### src/rtl/decode_pkg.sv
package decode_pkg;

  // operand addressing modes, seventeen in all
  typedef enum logic [4:0] {
    M_INH, M_IMM, M_SDIR, M_LDIR, M_NOIDX, M_SIDX, M_LIDX,
    M_SIND, M_LIND, M_SINDX, M_LINDX, M_RELD, M_RELI,
    M_BITD, M_BITI, M_BITDR, M_BITIR
  } mode_t;

  // operations whose addressing or flags this unit handles
  typedef enum logic [4:0] {
    OP_LOAD, OP_BIT_COMPARE, OP_INTERRUPT_RETURN, OP_JUMP_REL,
    OP_BTJT, OP_BTJF, OP_CLR, OP_COMPLEMENT, OP_NEG, OP_INC,
    OP_DEC, OP_BSET, OP_BRES, OP_RLC, OP_RRC, OP_SLL, OP_SRL,
    OP_SRA, OP_SWAP
  } op_t;

  // relative jump conditions
  typedef enum logic [3:0] {
    C_ALWAYS, C_NEVER, C_EQUAL, C_NOT_EQUAL, C_MINUS, C_PLUS,
    C_CARRY_SET, C_CARRY_CLEAR, C_HALF_SET, C_HALF_CLEAR,
    C_MASK_SET, C_MASK_CLEAR, C_UNSIGNED_GREATER,
    C_EXT_LINE_HIGH, C_EXT_LINE_LOW
  } cond_t;

  // condition code register layout
  localparam int FLAG_C = 0;
  localparam int FLAG_Z = 1;
  localparam int FLAG_N = 2;
  localparam int FLAG_I = 3;
  localparam int FLAG_H = 4;
  localparam logic [4:0] CC_RESET = 5'h08;
  localparam logic [7:0] PAGE_ZERO_HI = 8'h00;
  localparam logic [2:0] POP_LAST = 3'h4;
  localparam logic [2:0] Y_PREFIX_LEN = 3'h1;

  // read-modify-write memory operations
  function automatic logic is_rmw(input op_t op);
    case (op)
      OP_CLR, OP_COMPLEMENT, OP_NEG, OP_BSET, OP_BRES, OP_BTJT,
      OP_BTJF, OP_INC, OP_DEC, OP_RLC, OP_RRC, OP_SLL, OP_SRL,
      OP_SRA, OP_SWAP: is_rmw = 1'b1;
      default:         is_rmw = 1'b0;
    endcase
  endfunction

  // modes that carry a 16-bit address or pointer
  function automatic logic is_long(input mode_t m);
    is_long = (m == M_LDIR) || (m == M_LIDX) || (m == M_LIND) ||
              (m == M_LINDX);
  endfunction

  // modes that add an index register
  function automatic logic is_indexed(input mode_t m);
    is_indexed = (m == M_NOIDX) || (m == M_SIDX) || (m == M_LIDX) ||
                 (m == M_SINDX) || (m == M_LINDX);
  endfunction

endpackage

### src/rtl/decode_if.sv
`timescale 1ns/1ps
interface decode_if;
  import decode_pkg::*;
  mode_t       mode;
  op_t         op;
  cond_t       cond;
  logic        idx_y;
  logic [7:0]  byte1;
  logic [7:0]  byte2;
  logic [15:0] ptr;
  logic [7:0]  xr;
  logic [7:0]  yr;
  logic [15:0] pc;
  logic [4:0]  cc;
  logic        ext_line;
  logic        bit_val;
  logic [15:0] ea;
  logic [15:0] target;
  logic [2:0]  len;
  logic        taken;

  modport core_mp (output mode, op, cond, idx_y, byte1, byte2, ptr,
                   xr, yr, pc, cc, ext_line, bit_val,
                   input ea, target, len, taken);
  modport ea_mp (input mode, idx_y, byte1, byte2, ptr, xr, yr, pc,
                 output ea, target, len);
  modport br_mp (input op, cond, cc, ext_line, bit_val,
                 output taken);
endinterface

### src/rtl/ea_calc.sv
`timescale 1ns/1ps
module ea_calc
  import decode_pkg::*;
(
  decode_if.ea_mp d
);

  logic [7:0]  idx;
  logic [7:0]  disp;
  logic [15:0] idx16;

  // effective address, jump target and operand length
  always_comb
  begin
    idx   = d.idx_y ? d.yr : d.xr;
    idx16 = {PAGE_ZERO_HI, idx};
    disp  = d.byte1;
    d.ea  = {PAGE_ZERO_HI, d.byte1};
    d.len = 3'h0;
    case (d.mode)
      M_INH:   d.len = 3'h0;
      M_IMM:   d.len = 3'h1;
      // short form stays in page zero
      M_SDIR:  d.len = 3'h1;
      // long form reaches all 64 Kbyte
      M_LDIR:
      begin
        d.ea  = {d.byte1, d.byte2};
        d.len = 3'h2;
      end
      // no offset costs nothing with x
      M_NOIDX:
      begin
        d.ea  = idx16;
        d.len = 3'h0;
      end
      M_SIDX:
      begin
        d.ea  = {PAGE_ZERO_HI, d.byte1} + idx16; // up to 01FE
        d.len = 3'h1;
      end
      M_LIDX:
      begin
        d.ea  = {d.byte1, d.byte2} + idx16;
        d.len = 3'h2;
      end
      M_SIND:
      begin
        d.ea  = {PAGE_ZERO_HI, d.ptr[7:0]};
        d.len = 3'h2;
      end
      M_LIND:
      begin
        d.ea  = d.ptr;
        d.len = 3'h2;
      end
      M_SINDX:
      begin
        d.ea  = {PAGE_ZERO_HI, d.ptr[7:0]} + idx16;
        d.len = 3'h2;
      end
      M_LINDX:
      begin
        d.ea  = d.ptr + idx16;
        d.len = 3'h2;
      end
      M_RELD:  d.len = 3'h1;
      M_RELI:
      begin
        disp  = d.ptr[7:0];
        d.len = 3'h2;
      end
      M_BITD:  d.len = 3'h1;
      M_BITI:
      begin
        d.ea  = {PAGE_ZERO_HI, d.ptr[7:0]};
        d.len = 3'h2;
      end
      M_BITDR:
      begin
        disp  = d.byte2;
        d.len = 3'h2;
      end
      M_BITIR:
      begin
        disp  = d.byte2;
        d.ea  = {PAGE_ZERO_HI, d.ptr[7:0]};
        d.len = 3'h3;
      end
      default: d.len = 3'h0;
    endcase
    // second index costs a prefix byte
    if (is_indexed(d.mode) && d.idx_y)
      d.len = d.len + Y_PREFIX_LEN;
    // pc already points past the jump
    d.target = d.pc + {{8{disp[7]}}, disp};
  end

endmodule

### src/rtl/branch_cond.sv
`timescale 1ns/1ps
module branch_cond
  import decode_pkg::*;
(
  decode_if.br_mp d
);

  logic cond_ok;

  // condition evaluation, one flag at a time except ugt, which tests c and z
  always_comb
  begin
    case (d.cond)
      C_ALWAYS:           cond_ok = 1'b1;
      C_NEVER:            cond_ok = 1'b0;
      C_EQUAL:            cond_ok = d.cc[FLAG_Z];
      C_NOT_EQUAL:        cond_ok = !d.cc[FLAG_Z];
      C_MINUS:            cond_ok = d.cc[FLAG_N];
      C_PLUS:             cond_ok = !d.cc[FLAG_N];
      C_CARRY_SET:        cond_ok = d.cc[FLAG_C];
      C_CARRY_CLEAR:      cond_ok = !d.cc[FLAG_C];
      C_HALF_SET:         cond_ok = d.cc[FLAG_H];
      C_HALF_CLEAR:       cond_ok = !d.cc[FLAG_H];
      C_MASK_SET:         cond_ok = d.cc[FLAG_I];
      C_MASK_CLEAR:       cond_ok = !d.cc[FLAG_I];
      C_UNSIGNED_GREATER: cond_ok = !(d.cc[FLAG_C] | d.cc[FLAG_Z]);
      // level of the external interrupt line
      C_EXT_LINE_HIGH:    cond_ok = d.ext_line;
      C_EXT_LINE_LOW:     cond_ok = !d.ext_line;
      default:            cond_ok = 1'b0;
    endcase
    // bit-test jumps follow the tested bit
    case (d.op)
      OP_JUMP_REL: d.taken = cond_ok;
      OP_BTJT:     d.taken = d.bit_val;
      OP_BTJF:     d.taken = !d.bit_val;
      default:     d.taken = 1'b0;
    endcase
  end

endmodule

### src/rtl/addr_flag_decode.sv
// Summary of operation
// - seventeen addressing modes in seven families are decoded.
// - long forms give 16-bit addresses, one more byte in direct and indexed forms.
// - short direct form addresses page zero only, 0000 to 00FF.
// - read-modify-write operations accept short addressing only.
// - relative jumps add signed byte to next-instruction pc.
// - no-offset indexing adds no byte with x, one with y.
// - bit compare ands acc with memory, sets only n and z.
// - interrupt return pops cc, acc, x, then pc.
// - conditional jumps test one flag; ugt needs c and z clear.
// - two jumps test the external interrupt line level.
// - bit-test jumps branch on a page-zero bit, copy it to carry.
`timescale 1ns/1ps
module addr_flag_decode
  import decode_pkg::*;
(
  input  logic        clk_in,
  input  logic        nrst_in,
  input  logic        valid_in,
  input  op_t         op_in,
  input  mode_t       mode_in,
  input  cond_t       cond_in,
  input  logic        idx_y_in,
  input  logic [7:0]  byte1_in,
  input  logic [7:0]  byte2_in,
  input  logic [15:0] ptr_in,
  input  logic [7:0]  acc_in,
  input  logic [7:0]  x_in,
  input  logic [7:0]  y_in,
  input  logic [15:0] pc_in,
  input  logic [7:0]  mem_in,
  input  logic [2:0]  bit_sel_in,
  input  logic        ext_line_in,
  input  logic [7:0]  stack_data_in,
  output logic        done_out,
  output logic        busy_out,
  output logic        illegal_out,
  output logic [15:0] ea_out,
  output logic [2:0]  len_out,
  output logic        taken_out,
  output logic [15:0] pc_out,
  output logic [7:0]  result_out,
  output logic [4:0]  cc_out,
  output logic [7:0]  acc_out,
  output logic [7:0]  x_out,
  output logic        stack_pop_out
);

  typedef enum logic [0:0] {ST_IDLE, ST_POP} state_t;

  decode_if d ();

  state_t      state_r;
  logic [2:0]  pop_cnt_r;
  logic [4:0]  cc_r;
  logic [4:0]  cc_nxt;
  logic [7:0]  res_nxt;
  logic [7:0]  and_val;
  logic [15:0] pc_pop_r;
  logic        accept;
  logic        bad_mode;

  // operand and condition sub-blocks
  // seventeen modes decoded
  ea_calc u_ea (.d(d));
  branch_cond u_br (.d(d));

  // request fields onto the shared carrier
  assign d.mode     = mode_in;
  assign d.op       = op_in;
  assign d.cond     = cond_in;
  assign d.idx_y    = idx_y_in;
  assign d.byte1    = byte1_in;
  assign d.byte2    = byte2_in;
  assign d.ptr      = ptr_in;
  assign d.xr       = x_in;
  assign d.yr       = y_in;
  assign d.pc       = pc_in;
  assign d.cc       = cc_r;
  assign d.ext_line = ext_line_in;
  assign d.bit_val  = mem_in[bit_sel_in];

  // requests while popping the stack are ignored
  assign accept  = valid_in && (state_r == ST_IDLE);
  assign and_val = acc_in & mem_in;
  // long modes refused for memory rewrites
  assign bad_mode = is_rmw(op_in) && is_long(mode_in);

  // flag and result effects of one operation
  always_comb
  begin
    cc_nxt  = cc_r;
    res_nxt = mem_in;
    case (op_in)
      // only n and z, result discarded
      OP_BIT_COMPARE:
      begin
        cc_nxt[FLAG_N] = and_val[7];
        cc_nxt[FLAG_Z] = (and_val == 8'h00);
      end
      OP_BTJT, OP_BTJF: cc_nxt[FLAG_C] = d.bit_val;
      OP_CLR:           res_nxt = 8'h00;
      OP_COMPLEMENT:
      begin
        res_nxt        = ~mem_in;
        cc_nxt[FLAG_C] = 1'b1;
      end
      OP_NEG:
      begin
        res_nxt        = 8'h00 - mem_in;
        cc_nxt[FLAG_C] = (mem_in != 8'h00);
      end
      OP_INC:           res_nxt = mem_in + 8'h01;
      OP_DEC:           res_nxt = mem_in - 8'h01;
      OP_BSET:          res_nxt = mem_in | (8'h01 << bit_sel_in);
      OP_BRES:          res_nxt = mem_in & ~(8'h01 << bit_sel_in);
      OP_RLC:
      begin
        res_nxt        = {mem_in[6:0], cc_r[FLAG_C]};
        cc_nxt[FLAG_C] = mem_in[7];
      end
      OP_RRC:
      begin
        res_nxt        = {cc_r[FLAG_C], mem_in[7:1]};
        cc_nxt[FLAG_C] = mem_in[0];
      end
      OP_SLL:
      begin
        res_nxt        = {mem_in[6:0], 1'b0};
        cc_nxt[FLAG_C] = mem_in[7];
      end
      OP_SRL:
      begin
        res_nxt        = {1'b0, mem_in[7:1]};
        cc_nxt[FLAG_C] = mem_in[0];
      end
      OP_SRA:
      begin
        res_nxt        = {mem_in[7], mem_in[7:1]};
        cc_nxt[FLAG_C] = mem_in[0];
      end
      OP_SWAP:          res_nxt = {mem_in[3:0], mem_in[7:4]};
      default:          res_nxt = mem_in;
    endcase
    // n and z follow the rewritten byte
    case (op_in)
      OP_CLR, OP_COMPLEMENT, OP_NEG, OP_INC, OP_DEC, OP_RLC,
      OP_RRC, OP_SLL, OP_SRL, OP_SRA, OP_SWAP:
      begin
        cc_nxt[FLAG_N] = res_nxt[7];
        cc_nxt[FLAG_Z] = (res_nxt == 8'h00);
      end
      default: ;
    endcase
  end

  // sequencer for the stack pops
  always_ff @(posedge clk_in)
  begin
    if (!nrst_in)
    begin
      state_r       <= ST_IDLE;
      pop_cnt_r     <= 3'h0;
      stack_pop_out <= 1'b0;
      busy_out      <= 1'b0;
    end
    else
    begin
      case (state_r)
        ST_IDLE:
        begin
          if (accept && op_in == OP_INTERRUPT_RETURN && !bad_mode)
          begin
            state_r       <= ST_POP;
            pop_cnt_r     <= 3'h0;
            stack_pop_out <= 1'b1;
            busy_out      <= 1'b1;
          end
        end
        ST_POP:
        begin
          pop_cnt_r <= pop_cnt_r + 3'h1;
          if (pop_cnt_r == POP_LAST)
          begin
            state_r       <= ST_IDLE;
            stack_pop_out <= 1'b0;
            busy_out      <= 1'b0;
          end
        end
        default: state_r <= ST_IDLE;
      endcase
    end
  end

  // condition codes, acc and x restored by the pops
  always_ff @(posedge clk_in)
  begin
    if (!nrst_in)
    begin
      cc_r     <= CC_RESET; // interrupts masked after reset
      acc_out  <= 8'h00;
      x_out    <= 8'h00;
      pc_pop_r <= 16'h0000;
    end
    else if (state_r == ST_POP)
    begin
      // pop order cc, acc, x, pc high, pc low
      case (pop_cnt_r)
        3'h0:    cc_r     <= stack_data_in[4:0];
        3'h1:    acc_out  <= stack_data_in;
        3'h2:    x_out    <= stack_data_in;
        3'h3:    pc_pop_r <= {stack_data_in, pc_pop_r[7:0]};
        default: pc_pop_r <= {pc_pop_r[15:8], stack_data_in};
      endcase
    end
    else if (accept && !bad_mode)
      cc_r <= cc_nxt;
  end

  // answer of a decoded operation, one cycle after the request, six for interrupt return
  always_ff @(posedge clk_in)
  begin
    if (!nrst_in)
    begin
      done_out    <= 1'b0;
      illegal_out <= 1'b0;
      ea_out      <= 16'h0000;
      len_out     <= 3'h0;
      taken_out   <= 1'b0;
      pc_out      <= 16'h0000;
      result_out  <= 8'h00;
    end
    else
    begin
      done_out    <= 1'b0;
      illegal_out <= 1'b0;
      if (state_r == ST_POP && pop_cnt_r == POP_LAST)
      begin
        done_out <= 1'b1;
        pc_out   <= {pc_pop_r[15:8], stack_data_in};
      end
      else if (accept && op_in != OP_INTERRUPT_RETURN)
      begin
        done_out    <= 1'b1;
        illegal_out <= bad_mode;
        ea_out      <= d.ea;
        len_out     <= d.len;
        result_out  <= res_nxt;
        taken_out   <= d.taken && !bad_mode;
        pc_out      <= (d.taken && !bad_mode) ? d.target : pc_in;
      end
    end
  end

  // flags shown straight from the held register
  assign cc_out = cc_r;
endmodule

### config.mk
export PLATFORM = sky130hd
export DESIGN_NAME = addr_flag_decode
export DESIGN_NICKNAME = d
export VERILOG_FILES = /design/src/rtl/decode_pkg.sv /design/src/rtl/decode_if.sv /design/src/rtl/ea_calc.sv /design/src/rtl/branch_cond.sv /design/src/rtl/addr_flag_decode.sv
export SDC_FILE = /design/constraint.sdc
export NUM_CORES = 1
export LEC_CHECK = 0
export ABC_AREA = 1
export BUFFER_PORTS_ARGS = -buffer_cell sky130_fd_sc_hd__buf_4
export CORE_MARGIN = 1.5
export CORE_UTILIZATION = 56
export CTS_CLUSTER_DIAMETER = 30
export DETAILED_ROUTE_END_ITERATION = 10
export GPL_ROUTABILITY_DRIVEN = 0
export PLACE_DENSITY = 0.82
export SYNTH_ARGS = -nofsm -noshare
export SYNTH_HDL_FRONTEND = slang
export SYNTH_SLANG_ARGS = --single-unit
export TNS_END_PERCENT = 30
### constraint.sdc
create_clock -name clk_in -period 5.85 [get_ports clk_in]
set_input_delay 0.2925 -clock clk_in [delete_from_list [all_inputs] [get_ports clk_in]]
set_output_delay 0.2925 -clock clk_in [all_outputs]
set_load 0.1 [all_outputs]
# After elaboration in Yosys (flattened, before gate mapping)
# Memories as Yosys holds them, arrays and structs flattened.
# Index checks and enable logic that the tools add are counted.
# totals
ff_bits	80
mem_bits_ro	32
input_bits	110
elab_cells	177
mem_count	1
# mem_list
memory	words	word_bits	read_ports	rd_clocked_by_memory_dff	write_ports	line_no	source
(name not given)	32	1	1	0	0	decode_pkg.sv:39	case (op)
# op_classes
add_sub_neg	10
order_cmp	1
eq_ne	55
shift	1
n_mux	30
n_bitwise	11
reduce_logical	52
# op_table
operator	count
$pmux 16 s8	1
$pmux 8 s13	1
$eq 5x4->1 const B	16
$mux 16	3
$eq 5x3->1 const B	8
$add 16x8->16	2
$pmux 16 s2	1
$eq 4x4->1 const B	7
$eq 5x2->1 const B	4
$eq 5x5->1 const B	4
$add 8x8->9	2
$add 16x16->16	1
$and 8x8->8	2
$eq 4x3->1 const B	4
$logic_not 8->1	2
$not 8->8	2
$pmux 8 s2	1
$pmux 1 s14	1
$reduce_or 3->1	4
$reduce_or 11->1	1
$eq 5x1->1 const B	2
$mux 5	2
$reduce_and 2->1	5
$logic_and 1x1->1	9
other kinds (38)	75

# Longest topological paths before layout
# depth
depth_word	10
ltp_mapped	24
depth_no_buf	23

# Hierarchy
# Synthesis repeated with hierarchy kept, for this count alone.
# hier_totals
cells_unflattened	1335
hier_area_um2	7858.8
# by_module_without_submodules
module	instances	cells_each	area_per_inst_um2	seq_area_each_um2
addr_flag_decode	1	763	4817.1	1601.5
ea_calc	1	529	2859.0	0.0
branch_cond	1	43	182.7	0.0

# Worst setup path before layout
# No wires, ideal clock.
# synth_path
path_kind	input to register
from	input port mode_in[0]
to	register ea_out[14]
arrival_ns	2.638
required_time_ns	5.718
path_slack_ns	3.079
stages	24
path_cell_list	inv_1 nand2_1 nor2_4 nand2_4 buf_4 clkbuf_1 o21ai_0 ha_1 inv_1 fa_1 inv_1 nand3_1 nand2_1 nand2_1 nand2_1 nand2_1 inv_2 nand3_2 inv_1 nand3_1 nand3_1 nand3_1 nand2_1 a21oi_1
# synth_between
elab_chain_len	3
elab_cells_between_ends	12
# synth_rtl
item	line_no	source
from (decl)	addr_flag_decode.sv:21	input mode_t mode_in,
$eq 5x3->1, or another cell as far along	ea_calc.sv:20	case (d.mode)
$reduce_or 3->1 (no source line)	--	
$pmux 16 s8 (*)	ea_calc.sv:20	
to (signal assigned)	addr_flag_decode.sv:246	ea_out <= d.ea;
to (decl)	addr_flag_decode.sv:38	output logic [15:0] ea_out,
# Mark *: on every way between the ends. The rest lies on a longest branch, timed or not.
# A chain may end at the register's enable or synchronous reset.

# Worst setup path in the final report
# layout_path
from	input port mode_in[1]
to	register pc_out[12]
# layout_between
elab_chain_len	10
elab_cells_between_ends	19
# layout_rtl
item	line_no	source
parallel branches: the longest is 7 deep, another holds $add 16x16->16	--	
$mux 16 (*)	addr_flag_decode.sv:250	pc_out <= (d.taken && !bad_mode) ? d.target : pc_in;
$mux 16 (*)	addr_flag_decode.sv:242	else if (accept && op_in != OP_INTERRUPT_RETURN)
$mux 16 (*)	addr_flag_decode.sv:237	if (state_r == ST_POP && pop_cnt_r == POP_LAST)
to (signal assigned)	addr_flag_decode.sv:240	pc_out <= {pc_pop_r[15:8], stack_data_in};
to (signal assigned)	addr_flag_decode.sv:250	
to (decl)	addr_flag_decode.sv:41	output logic [15:0] pc_out,
# Mark *: on every way between the ends. The select of a mux whose other input is x is not followed.

==> flow_summary_export.csv <==
group,metric,value,unit
status,outcome,"complete, no violations",
min_path,worstHoldPathType,"input pin to flop",
synth,syn_area,8108,um^2
power_and_ir_drop,fin_total_pwr,2.012,mW
cts,cts_tree,"yes",
power_and_ir_drop,power.net_switching,853.5,uW
grt,grt_pass1_vias,8614,
cts,cts_root_buf,"clkbuf_16",
sta,grt_setup_unrepaired,"false",
setup_path,rr_endpoint,"pc_out[6]",
grt,grt_max_degree,46,
setup_path,max_stage_delay,380,ps
detailed_routing,highest_layer,"met4",
detailed_routing,m1WireLength,10960,um
setup_path,worstPathMaxFanout,9,
synth,synth_seq_cells,80,
detailed_routing,drcViolationCount,0,
cells_and_area,nFillCells,1315,
setup_path,crit_cells,20,
synth,yosysTopAreaCell,"dfxtp_1",
setup_path,critPathLaunch,"mode_in[1]",
placed_design,io_buffer_count,178,
synth,ys_async_sr_fraction,0,%
setup_path,rr_worst_depth,8,
sta,worst_pin_slew,1055,ps
placed_design,dp_hpwl,20630,um
setup_path,cp_data_required_time,6070,ps
detailed_routing,wl_met3,2899,um
setup_path,path_class,"input pin to flop",
floorplan,start_util,57.96,%
floorplan,core,13990,um^2
detailed_routing,firstDrtPassIters,7,
cells_and_area,num-nets-final,1639,
cells_and_area,area_growth_syn_to_layout,20.40,%
detailed_routing,drt_first_iter_violations,1137,
setup_path,path_cells,"buf_4, nor2_1, nand2_2, nor2_2, nor2_1, a21oi_1, inv_1, ha_1, nand2_1, nand2_1, nand3_1, nand3_1, a21oi_1, nand2_1, nand3_1, nand2_1, nand2_1, nand3_1, a21oi_1, nor2_1",
synth,yosys-top-cells-area,"dfxtp_1 20%, nand2_1 18%, inv_1 7.6%, ha_1 6.8%, a21oi_1 6.5%",
floorplan,num_io_pins,179,
setup_path,slowest_stage,"ha_1",
cells_and_area,layout-drive-gt1-share,18.71,%
cts,cts_buffers,9,
power_and_ir_drop,peakVddDrop,0.1353,mV
setup_path,critPathArrivalTime,3240,ps
setup_path,start_kind,"input pin",
sta,max_freq,331.5,MHz
setup_path,rrSetupSlack,3510,ps
power_and_ir_drop,pwr-share-seq,29.5,%
power_and_ir_drop,pwr_density_cell,206.1,nW/um^2
cts,clk_latency,340,ps
detailed_routing,vias,9740,
setup_path,path_common_cell,"nand2_1",
cts,cts.sinks,80,
synth,ys.flop_type,"dfxtp_1",
grt,grt_pass1_wl,41780,um
power_and_ir_drop,power.static_leakage,4.892,nW
floorplan,fp-row-count,43,
sta,period_share,51.57,%
power_and_ir_drop,combPwrFrac,40.6,%
cts,hold_buffers,0,
sta,maxSlewHeadroom,29.30,%
setup_path,crit_family,"simple AND/OR/NAND/NOR gates",
sta,hold_viol,0,
synth,synthesis.nets,1487,
setup_path,r2r-start,"state_r",
power_and_ir_drop,p_int,1.158,mW
detailed_routing,routed_wl,26770,um
cells_and_area,fin_area,9762,um^2
floorplan,chipWidth,123.3,um
cts,cts_setup_buffers,0,
grt,antenna_found_initial,0,
grt,grt-ovfl-total,0,
synth,synth_seq_area_share,19.75,%
floorplan,dieArea,15210,um^2
synth,synthCells,1329,
sta,fin_skew,5.735,ps
setup_path,path_buf_inv,2,
cts,htreeDepth,3,
power_and_ir_drop,p_clk_share,29.9,%
synth,synth_edf_count,0,
cts,clockBufferDepth,2,
synth,synth.avg_cell_area,6.101,um^2
detailed_routing,wl_per_cell,16.07,um
sta,timing.hold.ws,251.6,ps
grt,grt_util_all_layers,34.55,%
cells_and_area,n_antenna_cell,0,
setup_path,critPathCapture,"pc_out[12]",
cts,clk_transition_reported_paths,70,ps
synth,yosys.area.top_type_share,19.75,%
cts,cts_resized,0,
detailed_routing,via_per_inst,5.846,
run,drv_cap,0,
detailed_routing,ant_nets,0,
synth,synthDistinctLibCells,56,
power_and_ir_drop,p_sw_share,42.42,%
sta,min_period,3017,ps
sta,maxSlewViolCount,0,
detailed_routing,route.met2.wl,11740,um
placed_design,dpl_cell_area,9449,um^2
sta,setup_viol,0,
setup_path,cp-end-kind,"flop",
floorplan,die_h,123.3,um
sta,fin_setup_tns,0,ps
synth,yosysWarnings,0,
==> cell families after synthesis <==
| family | after synthesis | synth area share [%] |
|---|---|---|
| AOI/OAI and AO/OA | 284 | 20.91 |
| xor gates and xnor gates | 16 | 1.728 |
| adders and majority gates | 48 | 7.778 |
| buffers and inverters | 226 | 11.70 |
| DFF | 80 | 19.75 |
| and+or+nand+nor | 675 | 38.13 |
==> sequential cells by signal (all words and copies together) (netlist names), 3 cells and up <==
| signal | flops |
|---|---|
| pc_out | 16 |
| pc_pop_r | 8 |
| acc_out | 8 |
| ea_out | 16 |
| pop_cnt_r | 3 |
| result_out | 8 |
| cc_out | 5 |
| len_out | 3 |
| x_out | 8 |
==> worst min-delay path by stage <==
stage                          start         to  slack [ps]  cells past startpoint
floorplan           stack_data_in[3]  cc_out[3]         420                      2
global placement            x_out[6]   x_out[6]         430                      2
detailed placement          x_out[6]   x_out[6]         440                      2
CTS                 stack_data_in[3]  cc_out[3]         240                      3
global route        stack_data_in[3]  cc_out[3]         230                      3
finish              stack_data_in[3]  cc_out[3]         250                      3
==> per-stage QoR <==
| step | setup slack [ps] | utilization, % | cells |
|---|---|---|---|
| floorplan | 3079 | - | 1329 |
| global placement | 2696 | 67.55 | 1650 |
| detailed placement | 2589 | 67.55 | 1650 |
| CTS | 2924 | 69.79 | 1666 |
| global route | 2506 | 69.79 | 1666 |
| finish | 2833 | 69.79 | 1666 |
==> synth_stat cells (all sizes together), types with 9 or more instances <==
library cell  count
a22oi            12
ha               44
o21ai            99
dfxtp            80
nand4            20
clkbuf           18
a22o             13
nor2            118
nor3             14
nand3           109
a21oi           111
inv             183
buf              21
nand3b           16
o211ai           11
a31oi             9
nand2           393
xor2             10
==> tightest hold or removal path: cells and delay by family <==
family / cells / cell delay (ps)
and+or+nand+nor: 2 / 130
buffers and inverters: 1 / 140
==> area by class of cell <==
class / instances / area (um^2) / share of cell area (%)
Clock buffer: 9 / 225.2 / 2.307
Clock inverter: 7 / 87.58 / 0.8972
Inverter: 187 / 713.2 / 7.306
Multi-Input combinational cell: 1023 / 5558 / 56.93
Sequential cell: 80 / 1602 / 16.41
Tap cell: 180 / 225.2 / 2.307
Timing Repair Buffer: 180 / 1351 / 13.84
==> power by group through the flow <==
stage                     clock network [mW]  logic (mW)  registers, mW
after global routing                   0.633       0.876          0.596
after CTS                              0.604       0.802          0.593
after floorplan                            0       0.392          0.792
final                                  0.601       0.817          0.594
after detailed placement                   0       0.798          0.605
after global placement                     0       0.790          0.605
==> cells in the final DEF (no fill, tap or decap), types with 4 or more instances in the layout <==
master     synthesis  final
nand3_2            4      4
a21oi_1          106    106
o221ai_1           6      6
nand3_1          104    104
a22o_1            13     13
o211ai_1          11     11
xnor2_1            6      6
fa_1               4      4
buf_4              5    180
clkbuf_16          0      9
nand2_1          380    380
a22oi_1           12     12
o21ai_1            6      6
a221oi_1           4      4
nor3_1             9      9
o21ai_0           86     86
clkinv_4           1      4
or2_2              4      4
dfxtp_1           80     80
ha_1              44     44
xor2_1            10     10
nand3b_1          16     16
o21ai_2            7      7
a21oi_2            4      4
inv_2             16     16
nor2_4            10     10
nor2_2             9      9
o2111ai_1          4      4
o21bai_1           4      4
inv_1            165    165
a31oi_1            9      9
nand2_2            8      8
nor2_1            97     97
nand4_1           19     19
==> routing by layer <==
| metal | vias up | GRT usage [%] |
|---|---|---|
| met5 | - | 0 |
| met4 | 0 | 13.51 |
| met2 | 599 | 55.59 |
| li1 | 4700 | - |
| met3 | 107 | 6.273 |
| met1 | 4334 | 45.89 |
(Power assumes the default switching activity.)
